$ cat config.mk
export PLATFORM = sky130hd
export DESIGN_NAME = line_scan_trigger_input_router
export DESIGN_NICKNAME = d
export VERILOG_FILES = /design/src/inc/trigger_router_pkg.sv /design/src/inc/route_cfg_if.sv /design/src/logic/input_synchroniser.sv /design/src/logic/route_core.sv /design/src/logic/line_scan_trigger_input_router.sv
export VERILOG_INCLUDE_DIRS = /design/src /design/src/inc
export SDC_FILE = /design/constraint.sdc
export NUM_CORES = 1
export LEC_CHECK = 0
export BUFFER_PORTS_ARGS = -buffer_cell sky130_fd_sc_hd__buf_2
export CORE_UTILIZATION = 57
export CTS_CLUSTER_SIZE = 28
export DETAILED_ROUTE_END_ITERATION = 10
export HOLD_SLACK_MARGIN = 0.02
export MAX_ROUTING_LAYER = met4
export PLACE_DENSITY = 0.88
export SLEW_MARGIN = 20
export SYNTH_ARGS = -nofsm -noshare
export SYNTH_HDL_FRONTEND = slang
export SYNTH_SLANG_ARGS = --single-unit
$ cat constraint.sdc
create_clock -name pclk -period 3.6 [get_ports pclk]
set_clock_uncertainty 0.1 [all_clocks]
set_input_delay 0.18 -clock pclk [delete_from_list [all_inputs] [get_ports pclk]]
set_output_delay 0.18 -clock pclk [all_outputs]
set_load 0.01 [all_outputs]
$ cat src/inc/trigger_router_defines.svh
// Register offsets, field positions and reset values for the trigger router.
// Assumes inclusion by bare name from the package; the modules use its macros without including it.
`ifndef TRIGGER_ROUTER_DEFINES_SVH
`define TRIGGER_ROUTER_DEFINES_SVH

// ====================================================================
// Register byte offsets
`define OFS_ENCODER_ROUTE   12'h000
`define OFS_FRAME_ROUTE     12'h004
`define OFS_SYNC_ROUTE      12'h008
`define OFS_TEST_OUTPUT     12'h00C
`define OFS_STATUS          12'h010

// ====================================================================
// Encoder route select fields
`define ENC_A_CC            0
`define ENC_B_CC            1
`define ENC_A_DIFF          2
`define ENC_B_DIFF          3
`define ENC_A_PIN           4
`define ENC_B_PIN           5
`define ENC_GATE_LOW        6
`define ENC_GATE_HIGH       7
`define ENC_GATE_CC2        8
`define ENC_GATE_CC4        9
`define ENC_A_INVERT        11
`define ENC_A_LOW           12
`define ENC_B_LOW           13
`define ENC_A_HIGH          14
`define ENC_B_HIGH          15

// ====================================================================
// Frame trigger and sync role route select fields
`define FRM_CC3             0
`define FRM_CC4             1
`define FRM_DIFF0           2
`define FRM_DIFF1           3
`define FRM_PIN             7
`define SYNC_MASTER_PIN     0
`define SYNC_MASTER_CC4     1
`define SYNC_PAIR_A         11
`define SYNC_PAIR_B         12

// ====================================================================
// Reset values
`define ENCODER_ROUTE_RESET 16'h2081
`define FRAME_ROUTE_RESET   16'h0001
`define SYNC_ROUTE_RESET    16'h0800
`define TEST_OUTPUT_RESET   16'h0000

`endif

$ cat src/inc/trigger_router_pkg.sv
// Types shared by the trigger router modules.
// Assumes the defines header sits on the include path.
package trigger_router_pkg;
  `include "trigger_router_defines.svh"

  typedef logic [15:0] route_word_t;

  typedef enum logic [1:0] {
    access_idle,
    access_wait,
    access_done
  } access_state_t;
endpackage : trigger_router_pkg

$ cat src/inc/route_cfg_if.sv
// Carries the select words from the register file to the routing core.
// Assumes one clock domain; all fields are registered by the producer.
`timescale 1ns/1ps
interface route_cfg_if;
  import trigger_router_pkg::*;
  route_word_t encoder_route;
  route_word_t frame_route;
  route_word_t sync_route;

  modport producer (output encoder_route, output frame_route, output sync_route);
  modport consumer (input encoder_route, input frame_route, input sync_route);
endinterface : route_cfg_if

$ cat src/logic/input_synchroniser.sv
// Two-stage synchroniser bank for asynchronous pins.
// Assumes the inputs change freely with respect to pclk.
`timescale 1ns/1ps
module input_synchroniser #(
  parameter int WIDTH = 8
) (
  input  wire logic             pclk,
  input  wire logic             presetn,
  input  wire logic [WIDTH-1:0] async_in,
  output logic      [WIDTH-1:0] sync_out
);
  logic [WIDTH-1:0] meta;

  // ====================================================================
  // Per-bit chain; the first stage feeds only the second
  genvar i;
  generate
    for (i = 0; i < WIDTH; i++)
    begin : g_bit
      always_ff @(posedge pclk or negedge presetn)
      begin
        if (!presetn)
        begin
          meta[i]     <= 1'b0;
          sync_out[i] <= 1'b0;
        end
        else
        begin
          meta[i]     <= async_in[i];
          sync_out[i] <= meta[i];
        end
      end
    end
  endgenerate
endmodule : input_synchroniser

$ cat src/logic/route_core.sv
// Selects encoder, gate, frame trigger and master role sources from select words.
// Assumes synchronised inputs and well-formed one-hot selections.
`timescale 1ns/1ps
module route_core
  import trigger_router_pkg::*;
(
  route_cfg_if.consumer cfg,
  input  wire logic     cc1,
  input  wire logic     cc2,
  input  wire logic     cc3,
  input  wire logic     cc4,
  input  wire logic     diff_zero,
  input  wire logic     diff_one,
  input  wire logic     pin_two,
  input  wire logic     pin_two_n,
  input  wire logic     pin_four,
  output logic          raw_phase_a,
  output logic          raw_phase_b,
  output logic          raw_gate,
  output logic          raw_frame,
  output logic          raw_master_n
);
  route_word_t e;
  route_word_t f;
  route_word_t s;
  logic        a_src;

  assign e = cfg.encoder_route;
  assign f = cfg.frame_route;
  assign s = cfg.sync_route;

  // ====================================================================
  // Source selection; forced phase levels and forced gate low beat pin sources, forced gate high loses to CC2/CC4
  always_comb
  begin
    a_src = 1'b0;
    if (e[`ENC_A_HIGH])
      a_src = 1'b1;
    else if (e[`ENC_A_LOW])
      a_src = 1'b0;
    else if (e[`ENC_A_CC])
      a_src = cc1;
    else if (e[`ENC_A_DIFF])
      a_src = diff_zero;
    else if (e[`ENC_A_PIN])
      a_src = pin_two;
    raw_phase_a = a_src ^ e[`ENC_A_INVERT];

    raw_phase_b = 1'b0;
    if (e[`ENC_B_HIGH])
      raw_phase_b = 1'b1;
    else if (e[`ENC_B_LOW])
      raw_phase_b = 1'b0;
    else if (e[`ENC_B_CC])
      raw_phase_b = cc2;
    else if (e[`ENC_B_DIFF])
      raw_phase_b = diff_one;
    else if (e[`ENC_B_PIN])
      raw_phase_b = pin_two_n;

    // Forced low wins so software can always stop the encoder
    raw_gate = 1'b0;
    if (e[`ENC_GATE_LOW])
      raw_gate = 1'b0;
    else if (e[`ENC_GATE_CC4])
      raw_gate = cc4;
    else if (e[`ENC_GATE_CC2])
      raw_gate = cc2;
    else if (e[`ENC_GATE_HIGH])
      raw_gate = 1'b1;

    raw_frame = 1'b0;
    if (f[`FRM_CC3])
      raw_frame = cc3;
    else if (f[`FRM_CC4])
      raw_frame = cc4;
    else if (f[`FRM_DIFF0])
      raw_frame = diff_zero;
    else if (f[`FRM_DIFF1])
      raw_frame = diff_one;
    else if (f[`FRM_PIN])
      raw_frame = pin_four;

    raw_master_n = 1'b1;
    if (s[`SYNC_MASTER_PIN])
      raw_master_n = pin_four;
    else if (s[`SYNC_MASTER_CC4])
      raw_master_n = cc4;
  end
endmodule : route_core

$ cat src/logic/line_scan_trigger_input_router.sv
// Top of the trigger input router: APB registers, synchronisers, routing, gating.
// Assumes one 50 MHz clock pclk, async active-low presetn, APB3 master.
//
// Notes on behaviour
// - An external control line can gate encoder inputs at run time.
// - Phase A source: CC1 bit 0, diff pair bit 2, single pin bit 4.
// - Select bit 12 forces phase A low, bit 14 forces it high.
// - Phase B source: CC2 bit 1, diff pair bit 3, single pin bit 5.
// - Bit 13 forces phase B low (default), bit 15 forces it high.
// - Gate forced off by bit 6, on by bit 7, or follows CC2/CC4.
// - Bit 11 inverts phase A before internal use.
// - Frame trigger from CC3, CC4, diff pairs or single pin per select bits.
// - Sync link placed on pin pair A (bit 11) or pair B (bit 12).
`timescale 1ns/1ps
module line_scan_trigger_input_router
  import trigger_router_pkg::*;
(
  input  wire logic        pclk,
  input  wire logic        presetn,
  input  wire logic        psel,
  input  wire logic        penable,
  input  wire logic        pwrite,
  input  wire logic [11:0] paddr,
  input  wire logic [31:0] pwdata,
  output logic      [31:0] prdata,
  output logic             pready,
  output logic             pslverr,
  input  wire logic        cc1,
  input  wire logic        cc2,
  input  wire logic        cc3,
  input  wire logic        cc4,
  input  wire logic        aux_diff_pair_zero,
  input  wire logic        aux_diff_pair_one,
  input  wire logic        aux_single_pin_two,
  input  wire logic        aux_single_pin_two_n,
  input  wire logic        aux_single_pin_four,
  input  wire logic        sync_in_pair_a,
  input  wire logic        sync_in_pair_b,
  output logic             sync_out_pair_a,
  output logic             sync_out_pair_b,
  output logic             sync_oe_pair_a,
  output logic             sync_oe_pair_b,
  output logic             encoder_phase_a,
  output logic             encoder_phase_b,
  output logic             encoder_gate,
  output logic             line_trigger_pulse,
  output logic             encoder_b_pulse,
  output logic             frame_trigger_inputs,
  output logic             master_role_select_n,
  output logic             camera_sync_link_in,
  output logic [15:0]      test_output_select
);
  localparam int N_IN = 11;

  route_cfg_if cfg ();

  route_word_t encoder_route;
  route_word_t frame_route;
  route_word_t sync_route;
  logic [N_IN-1:0] pins_sync;
  logic raw_phase_a;
  logic raw_phase_b;
  logic raw_gate;
  logic raw_frame;
  logic raw_master_n;
  logic prev_a;
  logic prev_b;
  logic next_link_out;
  logic link_in;

  assign cfg.encoder_route = encoder_route;
  assign cfg.frame_route   = frame_route;
  assign cfg.sync_route    = sync_route;

  // ====================================================================
  // APB register file; zero wait states
  logic setup;
  logic wr;
  logic rd;
  logic known;
  assign setup = psel && !penable;
  assign wr    = psel && penable && pwrite;
  assign rd    = setup && !pwrite;
  always_comb
  begin
    unique case (paddr)
      `OFS_ENCODER_ROUTE,
      `OFS_FRAME_ROUTE,
      `OFS_SYNC_ROUTE,
      `OFS_TEST_OUTPUT,
      `OFS_STATUS:        known = 1'b1;
      default:            known = 1'b0;
    endcase
  end

  always_ff @(posedge pclk or negedge presetn)
  begin
    if (!presetn)
    begin
      encoder_route      <= `ENCODER_ROUTE_RESET;
      frame_route        <= `FRAME_ROUTE_RESET;
      sync_route         <= `SYNC_ROUTE_RESET;
      test_output_select <= `TEST_OUTPUT_RESET;
    end
    else if (wr)
    begin
      unique case (paddr)
        `OFS_ENCODER_ROUTE: encoder_route      <= pwdata[15:0];
        `OFS_FRAME_ROUTE:   frame_route        <= pwdata[15:0];
        `OFS_SYNC_ROUTE:    sync_route         <= pwdata[15:0];
        `OFS_TEST_OUTPUT:   test_output_select <= pwdata[15:0];
        default:            ;
      endcase
    end
  end

  // Read data is captured in setup so it stands during the access phase
  always_ff @(posedge pclk or negedge presetn)
  begin
    if (!presetn)
      prdata <= 32'h0000_0000;
    else if (rd)
    begin
      unique case (paddr)
        `OFS_ENCODER_ROUTE: prdata <= {16'h0000, encoder_route};
        `OFS_FRAME_ROUTE:   prdata <= {16'h0000, frame_route};
        `OFS_SYNC_ROUTE:    prdata <= {16'h0000, sync_route};
        `OFS_TEST_OUTPUT:   prdata <= {16'h0000, test_output_select};
        `OFS_STATUS:        prdata <= {16'h0000, 5'b0_0000, pins_sync};
        default:            prdata <= 32'h0000_0000;
      endcase
    end
  end

  always_ff @(posedge pclk or negedge presetn)
  begin
    if (!presetn)
    begin
      pready  <= 1'b0;
      pslverr <= 1'b0;
    end
    else
    begin
      pready  <= setup;
      pslverr <= setup && !known;
    end
  end

  // ====================================================================
  // Pin synchronisers
  input_synchroniser #(
    .WIDTH (N_IN)
  ) u_sync (
    .pclk     (pclk),
    .presetn  (presetn),
    .async_in ({sync_in_pair_b, sync_in_pair_a, aux_single_pin_four,
                aux_single_pin_two_n, aux_single_pin_two, aux_diff_pair_one,
                aux_diff_pair_zero, cc4, cc3, cc2, cc1}),
    .sync_out (pins_sync)
  );

  // ====================================================================
  // Routing
  route_core u_core (
    .cfg          (cfg.consumer),
    .cc1          (pins_sync[0]),
    .cc2          (pins_sync[1]),
    .cc3          (pins_sync[2]),
    .cc4          (pins_sync[3]),
    .diff_zero    (pins_sync[4]),
    .diff_one     (pins_sync[5]),
    .pin_two      (pins_sync[6]),
    .pin_two_n    (pins_sync[7]),
    .pin_four     (pins_sync[8]),
    .raw_phase_a  (raw_phase_a),
    .raw_phase_b  (raw_phase_b),
    .raw_gate     (raw_gate),
    .raw_frame    (raw_frame),
    .raw_master_n (raw_master_n)
  );

  // ====================================================================
  // Registered routed levels
  always_ff @(posedge pclk or negedge presetn)
  begin
    if (!presetn)
    begin
      encoder_phase_a      <= 1'b0;
      encoder_phase_b      <= 1'b0;
      encoder_gate         <= 1'b0;
      frame_trigger_inputs <= 1'b0;
      master_role_select_n <= 1'b1;
    end
    else
    begin
      encoder_phase_a      <= raw_phase_a;
      encoder_phase_b      <= raw_phase_b;
      encoder_gate         <= raw_gate;
      frame_trigger_inputs <= raw_frame;
      master_role_select_n <= raw_master_n;
    end
  end

  // ====================================================================
  // Gated edge detection; edge history still tracks while gated off
  always_ff @(posedge pclk or negedge presetn)
  begin
    if (!presetn)
    begin
      prev_a             <= 1'b0;
      prev_b             <= 1'b0;
      line_trigger_pulse <= 1'b0;
      encoder_b_pulse    <= 1'b0;
    end
    else
    begin
      prev_a             <= encoder_phase_a;
      prev_b             <= encoder_phase_b;
      line_trigger_pulse <= encoder_gate && encoder_phase_a && !prev_a;
      encoder_b_pulse    <= encoder_gate && encoder_phase_b && !prev_b;
    end
  end

  // ====================================================================
  // Sync link pin pair; master drives, slave listens
  always_comb
  begin
    next_link_out = encoder_phase_a;
    link_in       = 1'b0;
    if (sync_route[`SYNC_PAIR_A])
      link_in = pins_sync[9];
    else if (sync_route[`SYNC_PAIR_B])
      link_in = pins_sync[10];
  end

  always_ff @(posedge pclk or negedge presetn)
  begin
    if (!presetn)
    begin
      sync_out_pair_a     <= 1'b0;
      sync_out_pair_b     <= 1'b0;
      sync_oe_pair_a      <= 1'b0;
      sync_oe_pair_b      <= 1'b0;
      camera_sync_link_in <= 1'b0;
    end
    else
    begin
      sync_out_pair_a     <= next_link_out;
      sync_out_pair_b     <= next_link_out;
      sync_oe_pair_a      <= !master_role_select_n && sync_route[`SYNC_PAIR_A];
      sync_oe_pair_b      <= !master_role_select_n && !sync_route[`SYNC_PAIR_A]
                             && sync_route[`SYNC_PAIR_B];
      camera_sync_link_in <= link_in;
    end
  end

  // ====================================================================
  // Checks
  a_gate_blocks_lines: assert property (@(posedge pclk) disable iff (!presetn)
    !$past(encoder_gate) |-> !line_trigger_pulse)
    else $error("line trigger advanced while gate inactive");
  a_gate_blocks_b: assert property (@(posedge pclk) disable iff (!presetn)
    !$past(encoder_gate) |-> !encoder_b_pulse)
    else $error("phase b pulse while gate inactive");
  a_force_a_high: assert property (@(posedge pclk) disable iff (!presetn)
    (encoder_route[`ENC_A_HIGH] && !encoder_route[`ENC_A_INVERT])
      [*2] |=> encoder_phase_a)
    else $error("phase a not forced high");
  a_force_b_low: assert property (@(posedge pclk) disable iff (!presetn)
    (encoder_route[`ENC_B_LOW] && !encoder_route[`ENC_B_HIGH]) [*2] |=> !encoder_phase_b)
    else $error("phase b not forced low");
  a_gate_forced_off: assert property (@(posedge pclk) disable iff (!presetn)
    encoder_route[`ENC_GATE_LOW] [*2] |=> !encoder_gate)
    else $error("gate not forced inactive");
  a_invert_a: assert property (@(posedge pclk) disable iff (!presetn)
    (encoder_route[`ENC_A_LOW] && !encoder_route[`ENC_A_HIGH]
      && encoder_route[`ENC_A_INVERT]) [*2] |=> encoder_phase_a)
    else $error("inverted forced low not high");
  // Pin to level: two synchroniser stages plus the output flop
  a_phase_a_cc1: assert property (@(posedge pclk) disable iff (!presetn)
    (encoder_route[`ENC_A_CC] && !encoder_route[`ENC_A_HIGH] && !encoder_route[`ENC_A_LOW]
      && !encoder_route[`ENC_A_INVERT]) [*4]
      |-> encoder_phase_a == $past(cc1, 3))
    else $error("phase a does not follow cc1");
  a_frame_cc3: assert property (@(posedge pclk) disable iff (!presetn)
    frame_route == 16'h0001 [*4] |-> frame_trigger_inputs == $past(cc3, 3))
    else $error("frame trigger does not follow cc3");
  a_pair_exclusive: assert property (@(posedge pclk) disable iff (!presetn)
    !(sync_oe_pair_a && sync_oe_pair_b))
    else $error("both sync pairs driven");
endmodule : line_scan_trigger_input_router

==> results.txt <==
Min Clock Period, post-route: 2.84 ns
XOR/XNOR Fraction of Synth Area: 0.181%
number of antenna violations at the first check in global routing: 0
clock tree from TritonCTS: yes
Post-synth EDFFs: 0
required time at the worst-slack endpoint: 3.89 ns
multi-input combinational cell area: 0.00173 sq mm
delay of the slowest critical-path stage: 0.83 ns
wire length of the first global-routing pass: 17.6 mm
worst supply voltage drop on vdd: 531 uV
total of max-cap violations: 0
via count of the first global-routing pass: 3423
Avg Vias per Cell: 5.68
combinational power share: 4.4%
power density cells: 484 mW/mm^2
static power due to leakage: 0.00312 uW
WP data arrival: 3.13 ns
height of the die: 94.0 um
Iteration-0 DRC Markers: 214
Buffers on Ports: 89
placed standard-cell area: 0.00530 sq mm
HPWL reported at the end of detailed placement: 6.62 mm
Post-Route WL: 11.1 mm
category of the critical setup timing path: in2reg
largest family of logic cells by synthesized area: multiplexers
cell area after technology mapping: 0.00483 sq mm
critical path capture point type: flop
overall die width: 94.0 um
final period utilization: 78.9%
internal power summed over all cells: 2310 uW
area of the die: 0.00884 sq mm
Routed wire per std cell: 19.4 um
overflow left after global routing: 0
gate count after technology mapping: 322
worst-case clock buffer depth: 2
Seq cells post-synth: 116
status: finished, final reports clean
Post-Place Worst Slack: 1.24 ns
share of cell area taken by muxes after synthesis: 22.6%
maximum number of pins on one net before global-route repair: 71
critical path startpoint category: input pin
net switching fraction of the power: 23.2%
H-tree depth: 4
largest fanout of any net on the critical path: 16
Post-route DRC: 0
final worst-path setup slack: 0.761 ns
cell type with the highest occurrence count on the critical path: dlygate4sd3_1
peak clock frequency supported by timing: 352 MHz
min-delay worst type: in2reg
global placement routability congestion: 0.874
share of cells above drive strength 1: 46.5%
final design instance area without fill: 0.00622 sq mm
Main synth FF type: dfrtp_1
GRT Util Overall: 28.9%
RSZ-0062 raised after global routing: false
Post-Synthesis Mean Instance Area: 15.0 sq um
number of detailed-route iterations in the first pass: 4
number of top-level design ports: 122
Total Power: 3010 uW
root buffer cell: clkbuf_8
series of cell instances along the critical path: dlygate4sd3_1 > buf_2 > nor4_4 > dlygate4sd3_1 > nand3_4 > nor3_4 > mux2_2
Clock Pin Slew Worst Setup and Hold Paths: 0.05 ns
transition time at the pin with the least slew margin: 0.964 ns
count of endpoints failing setup in the final report: 0
total number of placement rows: 33
Final Core Density: 75.8%
worst-skew pair later-pin latency: 0.52 ns
cell type of the slowest stage on the worst timing path: nor3_4
synthesized-area fraction occupied by adder cells: 0%
count of filler cells inserted in the layout: 495
count of nets left with antenna violations after detail routing: 0
Post-Synth Simple-Gate Area: 6.84%
share of the yosys chip area belonging to registers: 60.3%
FF+latch area: 0.00291 sq mm
number of diodes added for antenna fixing: 0
reported net switching power: 699 uW
Synth Warn #: 0
final net count: 516
post-route setup TNS: 0 ns
CORE AREA: 0.00822 sq mm
effective utilization at floorplan: 58.7%
share of synthesized registers carrying an async set or reset: 100%
number of distinct standard cells referenced by the synthesized netlist: 37
hold violation count in the final report: 0
count of final max-slew check failures: 0
post-synthesis compound-gate area fraction: 4.90%
number of sinks driven by the clock tree: 116
via total after detailed routing: 3260
sequential group share of total power: 44.2%
total clock buffers created by CTS: 17
part of the power in the clock network: 51.5%
Area growth syn-to-layout: 29.0%
CTS resizes: 0
relative slew slack: 35.5%
-- cells in the mapped netlist (2+ instances only) --
master / number / area [sq um]
dfrtp_1: 110 / 2750
mux2_2: 63 / 709
buf_4: 20 / 150
mux4_2: 16 / 360
nand2_1: 13 / 48.8
a21oi_1: 11 / 55.1
a221o_1: 11 / 110
inv_1: 10 / 37.5
and2_0: 9 / 56.3
buf_2: 7 / 35.0
dfstp_2: 6 / 158
nor2_1: 5 / 18.8
o41ai_1: 5 / 43.8
nor2b_1: 4 / 25.0
o21ai_0: 4 / 20.0
clkbuf_1: 3 / 11.3
and2_1: 2 / 12.5
nor3_1: 2 / 10.0
nor3b_1: 2 / 15.0
nor4_4: 2 / 42.5
-- registers in the layout, indices dropped and copies added (netlist names), 11 cells and up --
signal              count
cfg.frame_route        16
cfg.encoder_route      16
cfg.sync_route         16
u_sync.meta            11
test_output_select     16
u_sync.sync_out        11
prdata                 16
-- worst paths after layout --
path | start | endpoint | slack (ns) | depth (start not counted)
worst max-delay path | paddr[11] | cfg.encoder_route[12] | 0.76 | 7
worst min-delay path | paddr[7] | pslverr | 0.07 | 5
worst max register to register | cfg.encoder_route[9] | prdata[9] | 2.13 | 2
worst min register to register | u_sync.meta[10] | u_sync.sync_out[10] | 0.25 | 0
max in group asynchronous | presetn | cfg.sync_route[11] | 2.25 | 3
min in group asynchronous | presetn | u_sync.meta[0] | 0.22 | 2
-- cell usage in the layout (no fill, tap or decap), types with 2 or more instances in the layout --
| cell type | n |
|---|---|
| dfstp_2 | 6 |
| o21ai_0 | 4 |
| mux2_2 | 63 |
| inv_1 | 10 |
| clkinv_2 | 2 |
| nor2b_1 | 4 |
| clkbuf_16 | 16 |
| and2_1 | 2 |
| mux4_2 | 16 |
| o41ai_1 | 5 |
| clkbuf_8 | 2 |
| clkinv_4 | 2 |
| nor2_1 | 5 |
| buf_4 | 6 |
| dlygate4sd3_1 | 37 |
| nor3b_1 | 2 |
| clkinvlp_4 | 6 |
| nor3_1 | 2 |
| inv_6 | 3 |
| a21oi_1 | 11 |
| nor4_4 | 2 |
| buf_2 | 88 |
| dfrtp_1 | 110 |
| and2_0 | 9 |
| nand2_1 | 13 |
| a221o_1 | 11 |
| conb_1 | 16 |
-- power by group through the flow --
stage               Sequential, uW  Clock [uW]  Combinational [uW]
finish                        1330        1550                 132
CTS                           1330        1570                 131
floorplan                     1350           0                49.0
detailed placement            1350           0                 102
global placement              1350           0                98.7
global route                  1330        1630                 147
-- routing by layer --
metal  vias up  part of all wire, %  track usage, %
met1      1661                   39            35.2
met2       174                   52            45.6
met4         0                  2.0            10.5
li1       1405                    -               -
met5         -                    0               -
met3        20                  7.5            9.06
-- through the flow --
step / std cells / hold WS [ns]
final: 574 / 0.0728
after global routing: 574 / 0.0943
after CTS: 574 / 0.0577
after detailed placement: 505 / 0.189
after global placement: 505 / 0.188
after floorplan: 337 / -0.216
-- what timing repair did --
action                                 in CTS  in global routing
endpoints found under the hold margin     148                  0
hold buffers                               37                  0
setup buffers                               0                  0
-- worst max-delay path: cells and delay by family --
family	cells	cell delay, ns
AND/OR/NAND/NOR	3	1.20
buffers and inverters	3	1.31
multiplexers	1	0.43
-- kinds of logic after synthesis --
group,count (synthesis)
DFF,116
xor gates and xnor gates,1
AOI/OAI and AO/OA,32
and+or+nand+nor,50
buffers and inverters,41
other,1
muxes,81
-- final cells by class --
type                    count  share of cell area (%)
repair buffers            131                    13.7
clock inverters            14                    2.07
inverters                  10                   0.603
flip-flops and latches    116                    46.8
clock buffers              18                    6.87
multi-input cells         180                    27.8
well taps                 105                    2.11
Note: power is estimated with default switching activity, not from simulation.
